--- config.mk ---
export PLATFORM = sky130hd
export DESIGN_NAME = riop_dev_flat
export DESIGN_NICKNAME = d
export VERILOG_FILES = /design/src/common/riop_if.sv /design/src/design/riop_ram.sv /design/src/design/riop_dev.sv /design/src/flat_wrapper.sv
export VERILOG_INCLUDE_DIRS = /design/src /design/src/common
export SDC_FILE = /design/constraint.sdc
export NUM_CORES = 1
export LEC_CHECK = 0
export ABC_CLOCK_PERIOD_IN_PS = 5000
export BUFFER_PORTS_ARGS = -buffer_cell sky130_fd_sc_hd__buf_2
export CAP_MARGIN = 20
export CORE_MARGIN = 2
export CORE_UTILIZATION = 45
export CTS_CLUSTER_SIZE = 8
export DETAILED_ROUTE_END_ITERATION = 10
export PLACE_DENSITY = 0.71
export SETUP_SLACK_MARGIN = 0.15
export SYNTH_ARGS = -nofsm -noshare
export SYNTH_HDL_FRONTEND = slang
export SYNTH_HIERARCHICAL = 1
export SYNTH_SLANG_ARGS = --single-unit
--- constraint.sdc ---
create_clock -name mclk -period 5 [get_ports mclk]
set_input_delay 0.75 -clock mclk [delete_from_list [all_inputs] [get_ports mclk]]
set_output_delay 0.75 -clock mclk [all_outputs]
set_load 0.01 [all_outputs]
--- src/common/riop_cfg.svh ---
// constants for the ram and io port block with port a edge detector
`ifndef RIOP_CFG_SVH
`define RIOP_CFG_SVH
`define RIOP_RAM_WORDS   128
`define RIOP_ADDR_W      7
`define RIOP_DATA_W      8
`define RIOP_ZERO8       8'h00
`define RIOP_OFF_PA_DATA 7'h00
`define RIOP_OFF_PA_DIR  7'h01
`define RIOP_OFF_PB_DATA 7'h02
`define RIOP_OFF_PB_DIR  7'h03
`define RIOP_OFF_FLAGS   7'h05
`define RIOP_EDGE_SEL    3'h1
`define RIOP_BIT_EDGE_LINE 7
`define RIOP_BIT_TIMER_FLAG 7
`define RIOP_BIT_EDGE_FLAG 6
`define RIOP_HREG_CMD    4'h0
`define RIOP_HREG_ADDR   4'h1
`define RIOP_HREG_WDATA  4'h2
`define RIOP_HREG_RDATA  4'h3
`define RIOP_HREG_STATUS 4'h4
`define RIOP_HREG_IRQ    4'h5
`endif

--- src/common/riop_if.sv ---
// processor bus between the controller and the ram and io port device
`timescale 1ns/1ps
`default_nettype none
interface riop_if;
	// address and control, driven by the processor side
	logic [6:0] cpu_address_lines;
	logic       ram_select_n;
	logic       chip_select_high;
	logic       chip_select_low_n;
	logic       rw;
	logic       reset_n_in;
	// data bus: each end drives with its own enable, low means driving
	logic [7:0] cpu_data_bus_host;
	logic       cpu_data_bus_host_oe_n;
	logic [7:0] cpu_data_bus_dev;
	logic       cpu_data_bus_dev_oe_n;
	// open-drain interrupt, low enable means pulling the line down
	logic       irq_oe_n;
	modport device (
		input  cpu_address_lines, ram_select_n, chip_select_high, chip_select_low_n, rw, reset_n_in,
		input  cpu_data_bus_host, cpu_data_bus_host_oe_n,
		output cpu_data_bus_dev, cpu_data_bus_dev_oe_n, irq_oe_n
	);
	modport host (
		output cpu_address_lines, ram_select_n, chip_select_high, chip_select_low_n, rw, reset_n_in,
		output cpu_data_bus_host, cpu_data_bus_host_oe_n,
		input  cpu_data_bus_dev, cpu_data_bus_dev_oe_n, irq_oe_n
	);
endinterface
`default_nettype wire

--- src/design/riop_ram.sv ---
// 128 byte static storage for the device end
`timescale 1ns/1ps
`default_nettype none
`include "riop_cfg.svh"
module riop_ram (
	// clock
	input  wire logic       mclk,
	// access
	input  wire logic       wr_en,
	input  wire logic [6:0] addr,
	input  wire logic [7:0] wdata,
	output var  logic [7:0] rdata
);
	logic [7:0] mem_r [0:`RIOP_RAM_WORDS-1];

	// no reset: contents are undefined after power-up like any static ram
	always_ff @(posedge mclk) begin
		if (wr_en) begin
			mem_r[addr] <= wdata; // RQ12
		end
	end

	always_comb begin
		rdata = mem_r[addr]; // RQ12
	end
endmodule // riop_ram
`default_nettype wire

--- src/design/riop_dev.sv ---
// device end: ram, two io ports, port a edge detector and interrupt
//
// Overview of operation
// RQ1 - reset clears both direction and output registers
// RQ2 - reset floats data bus, disables interrupts (only the edge irq here; timer timeout has no enable)
// RQ3 - reset held low at least one clock
// RQ4 - read when rw high, write when low
// RQ5 - open-drain low interrupt from edge or timer
// RQ6 - drive data bus only on selected read
// RQ7 - direction bit 0 input, 1 output
// RQ8 - port a output lines drive output register
// RQ9 - port a read returns pin levels
// RQ10 - output writes stored while line is input
// RQ11 - select when high select 1, low 0
// RQ12 - seven address lines pick one of 128 bytes
// RQ13 - active edge on bit 7 sets flag bit 6
// RQ14 - flag and enable pull interrupt low
// RQ15 - edge-control write: a0 polarity, a1 enable
// RQ16 - flag sets regardless of direction or enable
// RQ17 - reset disables edge irq, selects falling edge
// RQ18 - software clears flag before enabling edge irq
// RQ19 - reading flag register clears edge flag
// RQ20 - software keeps bit 7 input for edges
// RQ21 - port b has own direction and output
// RQ22 - port b read returns output register
// RQ23 - flags read: timer bit 7, edge bit 6
// RQ24 - register select decode when ram select high
//
// Chosen here: the address-and-strobe port and the register addresses.
`timescale 1ns/1ps
`default_nettype none
`include "riop_cfg.svh"
module riop_dev (
	// clock
	input  wire logic       mclk,
	// processor bus
	riop_if.device          bus,
	// peripheral port a, enable low while driving
	input  wire logic [7:0] port_a_lines_in,
	output var  logic [7:0] port_a_lines_out,
	output var  logic [7:0] port_a_lines_oe_n,
	// peripheral port b, enable low while driving
	input  wire logic [7:0] port_b_lines_in,
	output var  logic [7:0] port_b_lines_out,
	output var  logic [7:0] port_b_lines_oe_n,
	// timeout from the interval timer, a level
	input  wire logic       timer_timeout
);
	////////////////////////////////////////////////////////////////////////
	logic [7:0] port_a_output_r;
	logic [7:0] port_a_direction_r;
	logic [7:0] port_b_output_r;
	logic [7:0] port_b_direction_r;
	logic       edge_rising_r;
	logic       edge_irq_en_r;
	logic       edge_flag_r;
	logic       edge_line_d_r;
	logic [7:0] data_out_r;
	logic       data_oe_n_r;
	logic       irq_oe_n_r;
	logic       rst;
	logic       sel;
	logic       wr;
	logic       rd;
	logic       ram_acc;
	logic       edge_evt;
	logic [7:0] ram_rdata;
	logic [7:0] rd_mux;
	logic [7:0] flag_byte;

	assign rst      = ~bus.reset_n_in;
	assign sel      = bus.chip_select_high & ~bus.chip_select_low_n; // RQ11
	assign wr       = sel & ~bus.rw; // RQ4
	assign rd       = sel & bus.rw; // RQ4
	assign ram_acc  = ~bus.ram_select_n; // RQ11

	function automatic logic reg_hit(input logic [6:0] a, input logic [6:0] off);
		reg_hit = (a == off);
	endfunction

	////////////////////////////////////////////////////////////////////////
	riop_ram u_ram (
		.mclk  (mclk),
		.wr_en (wr & ram_acc),
		.addr  (bus.cpu_address_lines),
		.wdata (bus.cpu_data_bus_host),
		.rdata (ram_rdata)
	);

	////////////////////////////////////////////////////////////////////////
	// port registers; writes land whatever the direction bit says
	always_ff @(posedge mclk) begin
		if (rst) begin
			port_a_output_r    <= `RIOP_ZERO8; // RQ1
			port_a_direction_r <= `RIOP_ZERO8; // RQ1
			port_b_output_r    <= `RIOP_ZERO8; // RQ1
			port_b_direction_r <= `RIOP_ZERO8; // RQ1
		end else if (wr && !ram_acc) begin // RQ24
			if (reg_hit(bus.cpu_address_lines, `RIOP_OFF_PA_DATA)) begin
				port_a_output_r <= bus.cpu_data_bus_host; // RQ10
			end else if (reg_hit(bus.cpu_address_lines, `RIOP_OFF_PA_DIR)) begin
				port_a_direction_r <= bus.cpu_data_bus_host;
			end else if (reg_hit(bus.cpu_address_lines, `RIOP_OFF_PB_DATA)) begin
				port_b_output_r <= bus.cpu_data_bus_host; // RQ21
			end else if (reg_hit(bus.cpu_address_lines, `RIOP_OFF_PB_DIR)) begin
				port_b_direction_r <= bus.cpu_data_bus_host; // RQ21
			end
		end
	end

	////////////////////////////////////////////////////////////////////////
	// edge control: address bits 6:4 pick the sixteen control addresses, data ignored
	always_ff @(posedge mclk) begin
		if (rst) begin
			edge_rising_r <= 1'b0; // RQ17
			edge_irq_en_r <= 1'b0; // RQ17
		end else if (wr && !ram_acc && bus.cpu_address_lines[6:4] == `RIOP_EDGE_SEL) begin
			edge_rising_r <= bus.cpu_address_lines[0]; // RQ15
			edge_irq_en_r <= bus.cpu_address_lines[1]; // RQ15
		end
	end

	// the edge line is watched at the pin, so an output drive also counts
	assign edge_evt = edge_rising_r ?
		(~edge_line_d_r & port_a_lines_in[`RIOP_BIT_EDGE_LINE]) :
		(edge_line_d_r & ~port_a_lines_in[`RIOP_BIT_EDGE_LINE]); // RQ13

	// no reset here: the delayed copy follows the pin through reset as well,
	// so a pin that is low when reset ends is not taken for a falling edge
	always_ff @(posedge mclk) begin
		edge_line_d_r <= port_a_lines_in[`RIOP_BIT_EDGE_LINE];
	end

	// set wins over the read clear so an edge in the read cycle is kept
	always_ff @(posedge mclk) begin
		if (rst) begin
			edge_flag_r <= 1'b0;
		end else if (edge_evt) begin
			edge_flag_r <= 1'b1; // RQ16
		end else if (rd && !ram_acc && reg_hit(bus.cpu_address_lines, `RIOP_OFF_FLAGS)) begin
			edge_flag_r <= 1'b0; // RQ19
		end
	end

	////////////////////////////////////////////////////////////////////////
	always_comb begin
		flag_byte = `RIOP_ZERO8; // RQ23
		flag_byte[`RIOP_BIT_TIMER_FLAG] = timer_timeout; // RQ23
		flag_byte[`RIOP_BIT_EDGE_FLAG]  = edge_flag_r; // RQ23
	end

	// addresses with no register behind them read as zero
	always_comb begin
		rd_mux = `RIOP_ZERO8;
		if (ram_acc) begin
			rd_mux = ram_rdata; // RQ12
		end else if (reg_hit(bus.cpu_address_lines, `RIOP_OFF_PA_DATA)) begin
			rd_mux = port_a_lines_in; // RQ9
		end else if (reg_hit(bus.cpu_address_lines, `RIOP_OFF_PA_DIR)) begin
			rd_mux = port_a_direction_r;
		end else if (reg_hit(bus.cpu_address_lines, `RIOP_OFF_PB_DATA)) begin
			rd_mux = port_b_output_r; // RQ22
		end else if (reg_hit(bus.cpu_address_lines, `RIOP_OFF_PB_DIR)) begin
			rd_mux = port_b_direction_r;
		end else if (reg_hit(bus.cpu_address_lines, `RIOP_OFF_FLAGS)) begin
			rd_mux = flag_byte;
		end
	end

	// read data stand in the cycle after the read is taken
	always_ff @(posedge mclk) begin
		if (rst) begin
			data_out_r  <= `RIOP_ZERO8;
			data_oe_n_r <= 1'b1; // RQ2
		end else begin
			data_out_r  <= rd_mux;
			data_oe_n_r <= ~rd; // RQ6
		end
	end

	// timer timeout pulls the line directly, with no enable; only the edge flag has one
	always_ff @(posedge mclk) begin
		if (rst) begin
			irq_oe_n_r <= 1'b1; // RQ2
		end else begin
			irq_oe_n_r <= ~((edge_flag_r & edge_irq_en_r) | timer_timeout); // RQ5 RQ14
		end
	end

	////////////////////////////////////////////////////////////////////////
	// pin drivers are registered; a line drives only while its direction bit is 1
	always_ff @(posedge mclk) begin
		if (rst) begin
			port_a_lines_out  <= `RIOP_ZERO8;
			port_a_lines_oe_n <= 8'hff;
			port_b_lines_out  <= `RIOP_ZERO8;
			port_b_lines_oe_n <= 8'hff;
		end else begin
			port_a_lines_out  <= port_a_output_r; // RQ8
			port_a_lines_oe_n <= ~port_a_direction_r; // RQ7
			port_b_lines_out  <= port_b_output_r; // RQ21
			port_b_lines_oe_n <= ~port_b_direction_r; // RQ7
		end
	end

	assign bus.cpu_data_bus_dev      = data_out_r;
	assign bus.cpu_data_bus_dev_oe_n = data_oe_n_r;
	assign bus.irq_oe_n              = irq_oe_n_r;
endmodule // riop_dev
`default_nettype wire

--- src/flat_wrapper.sv ---
// flat-port wrapper written by rule: the top's interface ports become plain ports
module riop_dev_flat 
  (mclk, port_a_lines_in, port_a_lines_out, port_a_lines_oe_n, port_b_lines_in, port_b_lines_out, port_b_lines_oe_n, timer_timeout, bus_cpu_address_lines, bus_ram_select_n, bus_chip_select_high, bus_chip_select_low_n, bus_rw, bus_reset_n_in, bus_cpu_data_bus_host, bus_cpu_data_bus_host_oe_n, bus_cpu_data_bus_dev, bus_cpu_data_bus_dev_oe_n, bus_irq_oe_n);
  riop_if bus_i ();
  input  wire logic mclk;
  input  wire logic [7:0] port_a_lines_in;
  output var  logic [7:0] port_a_lines_out;
  output var  logic [7:0] port_a_lines_oe_n;
  input  wire logic [7:0] port_b_lines_in;
  output var  logic [7:0] port_b_lines_out;
  output var  logic [7:0] port_b_lines_oe_n;
  input  wire logic timer_timeout;
  input wire logic [$bits(bus_i.cpu_address_lines)-1:0] bus_cpu_address_lines;
  input wire logic [$bits(bus_i.ram_select_n)-1:0] bus_ram_select_n;
  input wire logic [$bits(bus_i.chip_select_high)-1:0] bus_chip_select_high;
  input wire logic [$bits(bus_i.chip_select_low_n)-1:0] bus_chip_select_low_n;
  input wire logic [$bits(bus_i.rw)-1:0] bus_rw;
  input wire logic [$bits(bus_i.reset_n_in)-1:0] bus_reset_n_in;
  input wire logic [$bits(bus_i.cpu_data_bus_host)-1:0] bus_cpu_data_bus_host;
  input wire logic [$bits(bus_i.cpu_data_bus_host_oe_n)-1:0] bus_cpu_data_bus_host_oe_n;
  output wire logic [$bits(bus_i.cpu_data_bus_dev)-1:0] bus_cpu_data_bus_dev;
  output wire logic [$bits(bus_i.cpu_data_bus_dev_oe_n)-1:0] bus_cpu_data_bus_dev_oe_n;
  output wire logic [$bits(bus_i.irq_oe_n)-1:0] bus_irq_oe_n;
  assign bus_i.cpu_address_lines = bus_cpu_address_lines;
  assign bus_i.ram_select_n = bus_ram_select_n;
  assign bus_i.chip_select_high = bus_chip_select_high;
  assign bus_i.chip_select_low_n = bus_chip_select_low_n;
  assign bus_i.rw = bus_rw;
  assign bus_i.reset_n_in = bus_reset_n_in;
  assign bus_i.cpu_data_bus_host = bus_cpu_data_bus_host;
  assign bus_i.cpu_data_bus_host_oe_n = bus_cpu_data_bus_host_oe_n;
  assign bus_cpu_data_bus_dev = bus_i.cpu_data_bus_dev;
  assign bus_cpu_data_bus_dev_oe_n = bus_i.cpu_data_bus_dev_oe_n;
  assign bus_irq_oe_n = bus_i.irq_oe_n;
  riop_dev u_core (.mclk(mclk), .bus(bus_i), .port_a_lines_in(port_a_lines_in), .port_a_lines_out(port_a_lines_out), .port_a_lines_oe_n(port_a_lines_oe_n), .port_b_lines_in(port_b_lines_in), .port_b_lines_out(port_b_lines_out), .port_b_lines_oe_n(port_b_lines_oe_n), .timer_timeout(timer_timeout));
endmodule
==> out/results.ini <==
[timing]
clock.fmax_mhz=265
setup_total_negative_slack_ns=0
finalClockSkew_ns=0.0266
max_transition_margin_pct=9.75
finalHoldViolCount=0
grt_setup_unrepaired=no
tmin_final_ns=3.77
pins_over_slew_limit=0
timing_worst_slew_pin_value_ns=1.35
final.period_utilization_pct=75.4
setup_viol=0

[critical_path]
setup.worst_path.class=in -> reg
critPathCaptureType=flip-flop
timing.reg2reg.worst_path_depth=7
crit_path_top_delay_cell=sky130_fd_sc_hd__o21ai_0
cp_data_arrival_time_ns=4.40
path_max_fanout=40
worstPathBufferInverterCount=2
timing.critical_path.cells=buf_6 > nor2_4 > buf_4 > a221oi_1 > nor2_1 > o21ai_0 > o211ai_1 > a221oi_1 > nand4b_1 > a22o_1
timing.critical_path.max_delay_family=compound AO/OA/AOI/OAI gates
worst-endpoint-required_ns=5.63
sort_of_element_at_the_start_of_the_critical_path=primary input
path_depth=10
worst_path_largest_cell_delay_ns=0.73
crit_top_cell=sky130_fd_sc_hd__a221oi_1

[die]
floorplan.die.height_microns=313
core_area_sq_um=94900
initial_core_utilization_pct=45.3
floorplan.die_area_sq_um=98100
io_pins=81
rows=113
die_x_microns=313

[clock_network]
post_cts.resized_instances=0
htreeDepth=4
cts_hold_repair.buffers=0
clock_latency_on_the_worst_skew_pair_ns=0.74
clock_slew_at_reported_path_ffs_ns=0.05
root_buf_cell=sky130_fd_sc_hd__clkbuf_16
cts_buffer_depth=3
cts_post_setup_buffers_inserted=0
cts_buffers=155
clock_sink_count=1102
cts_tree=yes

[synthesis]
synthCells=2706
postSynthRegisterBits=1102
muxShareOfSynthArea_pct=4.81
post_synth_main_area_contributors=sky130_fd_sc_hd__edfxtp_1, sky130_fd_sc_hd__a221oi_1, sky130_fd_sc_hd__dfxtp_1
synth_cell_types=73
syn_area_sq_um=43000
yosysWarningCount=6
synth-edff-count=1024
largest_area_contributor_in_the_netlist=sky130_fd_sc_hd__edfxtp_1
synthXorXnorAreaFrac_pct=0
synth_compound_gate_area_share_pct=12.1
main_combinational_cell_family_by_area_after_synthesis=compound AO/OA/AOI/OAI gates
synth_largest_type_area_fraction_pct=71.5
synth_top_flop_cell=sky130_fd_sc_hd__edfxtp_1
synth_area_per_cell_sq_um=15.9
yosys.area_share.adder_pct=0
synth.cells.most_frequent=sky130_fd_sc_hd__edfxtp_1, sky130_fd_sc_hd__nor2_1, sky130_fd_sc_hd__a221oi_1, sky130_fd_sc_hd__nand2_1, sky130_fd_sc_hd__a21oi_1
synthMostInstantiatedCell=sky130_fd_sc_hd__edfxtp_1
synth_seq_area_share_pct=75.1
postSynthNetCount=2745
synth-simple-area-share_pct=5.24
asyncSetResetFlopFracSynth_pct=0

[routing]
vias_per_cell=6.54
num_vias=27400
first_iter_violations=3749
drc_errors=0
avgRoutedWirePerCell_microns=29.9
firstDrtPassIters=6
routed_wirelength_microns=125000
route.antenna.remaining_nets=0

[finish]
layout.nets=2935
synthToLayoutAreaGrowth_pct=15.3
stdcell_count=4190
antenna_cells=0
final_core_util_pct=52.3
fillerInstances=7355
fraction_of_final_layout_cells_with_drive_strength_greater_than_1_pct=17.8

[pwr]
max-vdd-ir-drop_mv=0.344
power_density_nw_per_um2=413
total_leakage_power_uw=0.0161
report.power.total_uw=20500

[outcome]
status=finished clean

[grt]
first_global_vias=27138
grt_pass1_wl_microns=182000
grt-ovfl-total=0
grt_max_degree=95
groute.usage.overall_pct=25.2
antenna_found_initial=3

[placement]
gp_congestion=0.935
io_buffer_count=71
detailed_place_hpwl_microns=74700
dp_cells=4004

[min_path]
holdPathStages=1
hp-class=in -> reg

[run]
maxCapViolations=0

## cell families after synthesis
| group | Yosys count |
|---|---|
| flip-flops | 1102 |
| AO/OA/AOI/OAI | 697 |
| AND/OR/NAND/NOR | 502 |
| buffers and inverters | 228 |
| multiplexers | 177 |
## path summary, 6_finish.rpt
| check | slack (ns) | from | to |
|---|---|---|---|
| worst max register to register | 1.91 | u_core/u_ram/mem_r[19][2] | u_core/bus.cpu_data_bus_dev[2] |
| worst max-delay path | 1.23 | bus_cpu_address_lines[0] | u_core/bus.cpu_data_bus_dev[7] |
| worst min register to register | 0.40 | u_core/port_b_direction_r[7] | u_core/port_b_lines_oe_n[7] |
| worst min-delay path | 0.17 | port_a_lines_in[7] | u_core/edge_line_d_r |
## stage by stage
step | area (sq um) | worst slack, ns | hold slack, ns
3_3_place_gp | 45300 | 0.667 | 0.387
5_1_grt | 49600 | 1.22 | 0.152
2_1_floorplan | 43000 | 1.96 | 0.374
3_5_place_dp | 45300 | 0.636 | 0.388
4_1_cts | 49600 | 1.41 | 0.129
6_report | 49600 | 1.23 | 0.172
## sequential cells by signal, indices dropped and copies added, names as in the netlist, 8 cells and up
signal,cells
u_core/port_b_output_r,8
u_core/port_a_direction_r,8
u_core/port_a_lines_oe_n,8
u_core/bus.cpu_data_bus_dev,8
u_core/u_ram/mem_r,1024
u_core/port_a_output_r,8
u_core/port_a_lines_out,8
u_core/port_b_lines_oe_n,8
u_core/port_b_direction_r,8
u_core/port_b_lines_out,8
## per-layer routing
metal	track usage [%]	wire length, microns	share of wire [%]
met1	32.8	45700	36
met2	39.0	57400	46
met3	6.86	15900	13
met4	12.8	6230	5.0
met5	0.725	138	0.11
## report_power, final
part	switching (uW)	internal, uW	leakage, uW	total [uW]
combinational	819	318	0.00423	1140
clock	3690	5560	0.00206	9250
sequential	3.99	10100	0.00983	10100
## cell type report
cell class / count / area [sq um] / area share, %
Tap cell: 1265 / 1580 / 3.19
Sequential cell: 1102 / 32300 / 65.2
Timing Repair Buffer: 239 / 1800 / 3.63
Clock inverter: 14 / 284 / 0.573
Multi-Input combinational cell: 1376 / 9560 / 19.3
Clock buffer: 172 / 3960 / 7.99
Inverter: 22 / 83.8 / 0.169
## cell usage in the layout, fill, tap and decap left out, types with 5 or more instances in the layout
cell,Yosys,routed
sky130_fd_sc_hd__o21ai_0,82,82
sky130_fd_sc_hd__nor2b_1,14,10
sky130_fd_sc_hd__o22ai_1,24,24
sky130_fd_sc_hd__buf_12,0,11
sky130_fd_sc_hd__nor4_1,5,5
sky130_fd_sc_hd__and2_1,5,5
sky130_fd_sc_hd__mux4_2,17,17
sky130_fd_sc_hd__clkbuf_16,0,156
sky130_fd_sc_hd__nand3_1,17,17
sky130_fd_sc_hd__a211oi_1,8,8
sky130_fd_sc_hd__a221oi_1,220,220
sky130_fd_sc_hd__clkinv_16,0,6
sky130_fd_sc_hd__o22a_1,11,11
sky130_fd_sc_hd__clkbuf_1,82,16
sky130_fd_sc_hd__o211ai_1,11,11
sky130_fd_sc_hd__nor2_1,242,241
sky130_fd_sc_hd__a32o_1,7,7
sky130_fd_sc_hd__nand4_1,11,11
sky130_fd_sc_hd__a21oi_1,127,127
sky130_fd_sc_hd__buf_4,9,165
sky130_fd_sc_hd__a22o_1,43,43
sky130_fd_sc_hd__nand2b_1,11,11
sky130_fd_sc_hd__or2_2,5,5
sky130_fd_sc_hd__mux2i_1,95,95
sky130_fd_sc_hd__nor3_1,19,19
sky130_fd_sc_hd__dfxtp_1,78,78
sky130_fd_sc_hd__inv_1,22,19
sky130_fd_sc_hd__a22oi_1,73,73
sky130_fd_sc_hd__o31ai_1,6,6
sky130_fd_sc_hd__buf_2,80,60
sky130_fd_sc_hd__a221o_1,20,20
sky130_fd_sc_hd__o221ai_1,19,19
sky130_fd_sc_hd__mux2_2,60,60
sky130_fd_sc_hd__edfxtp_1,1024,1024
sky130_fd_sc_hd__nand2_1,145,145
Note: power is estimated with default switching activity, not from simulation.
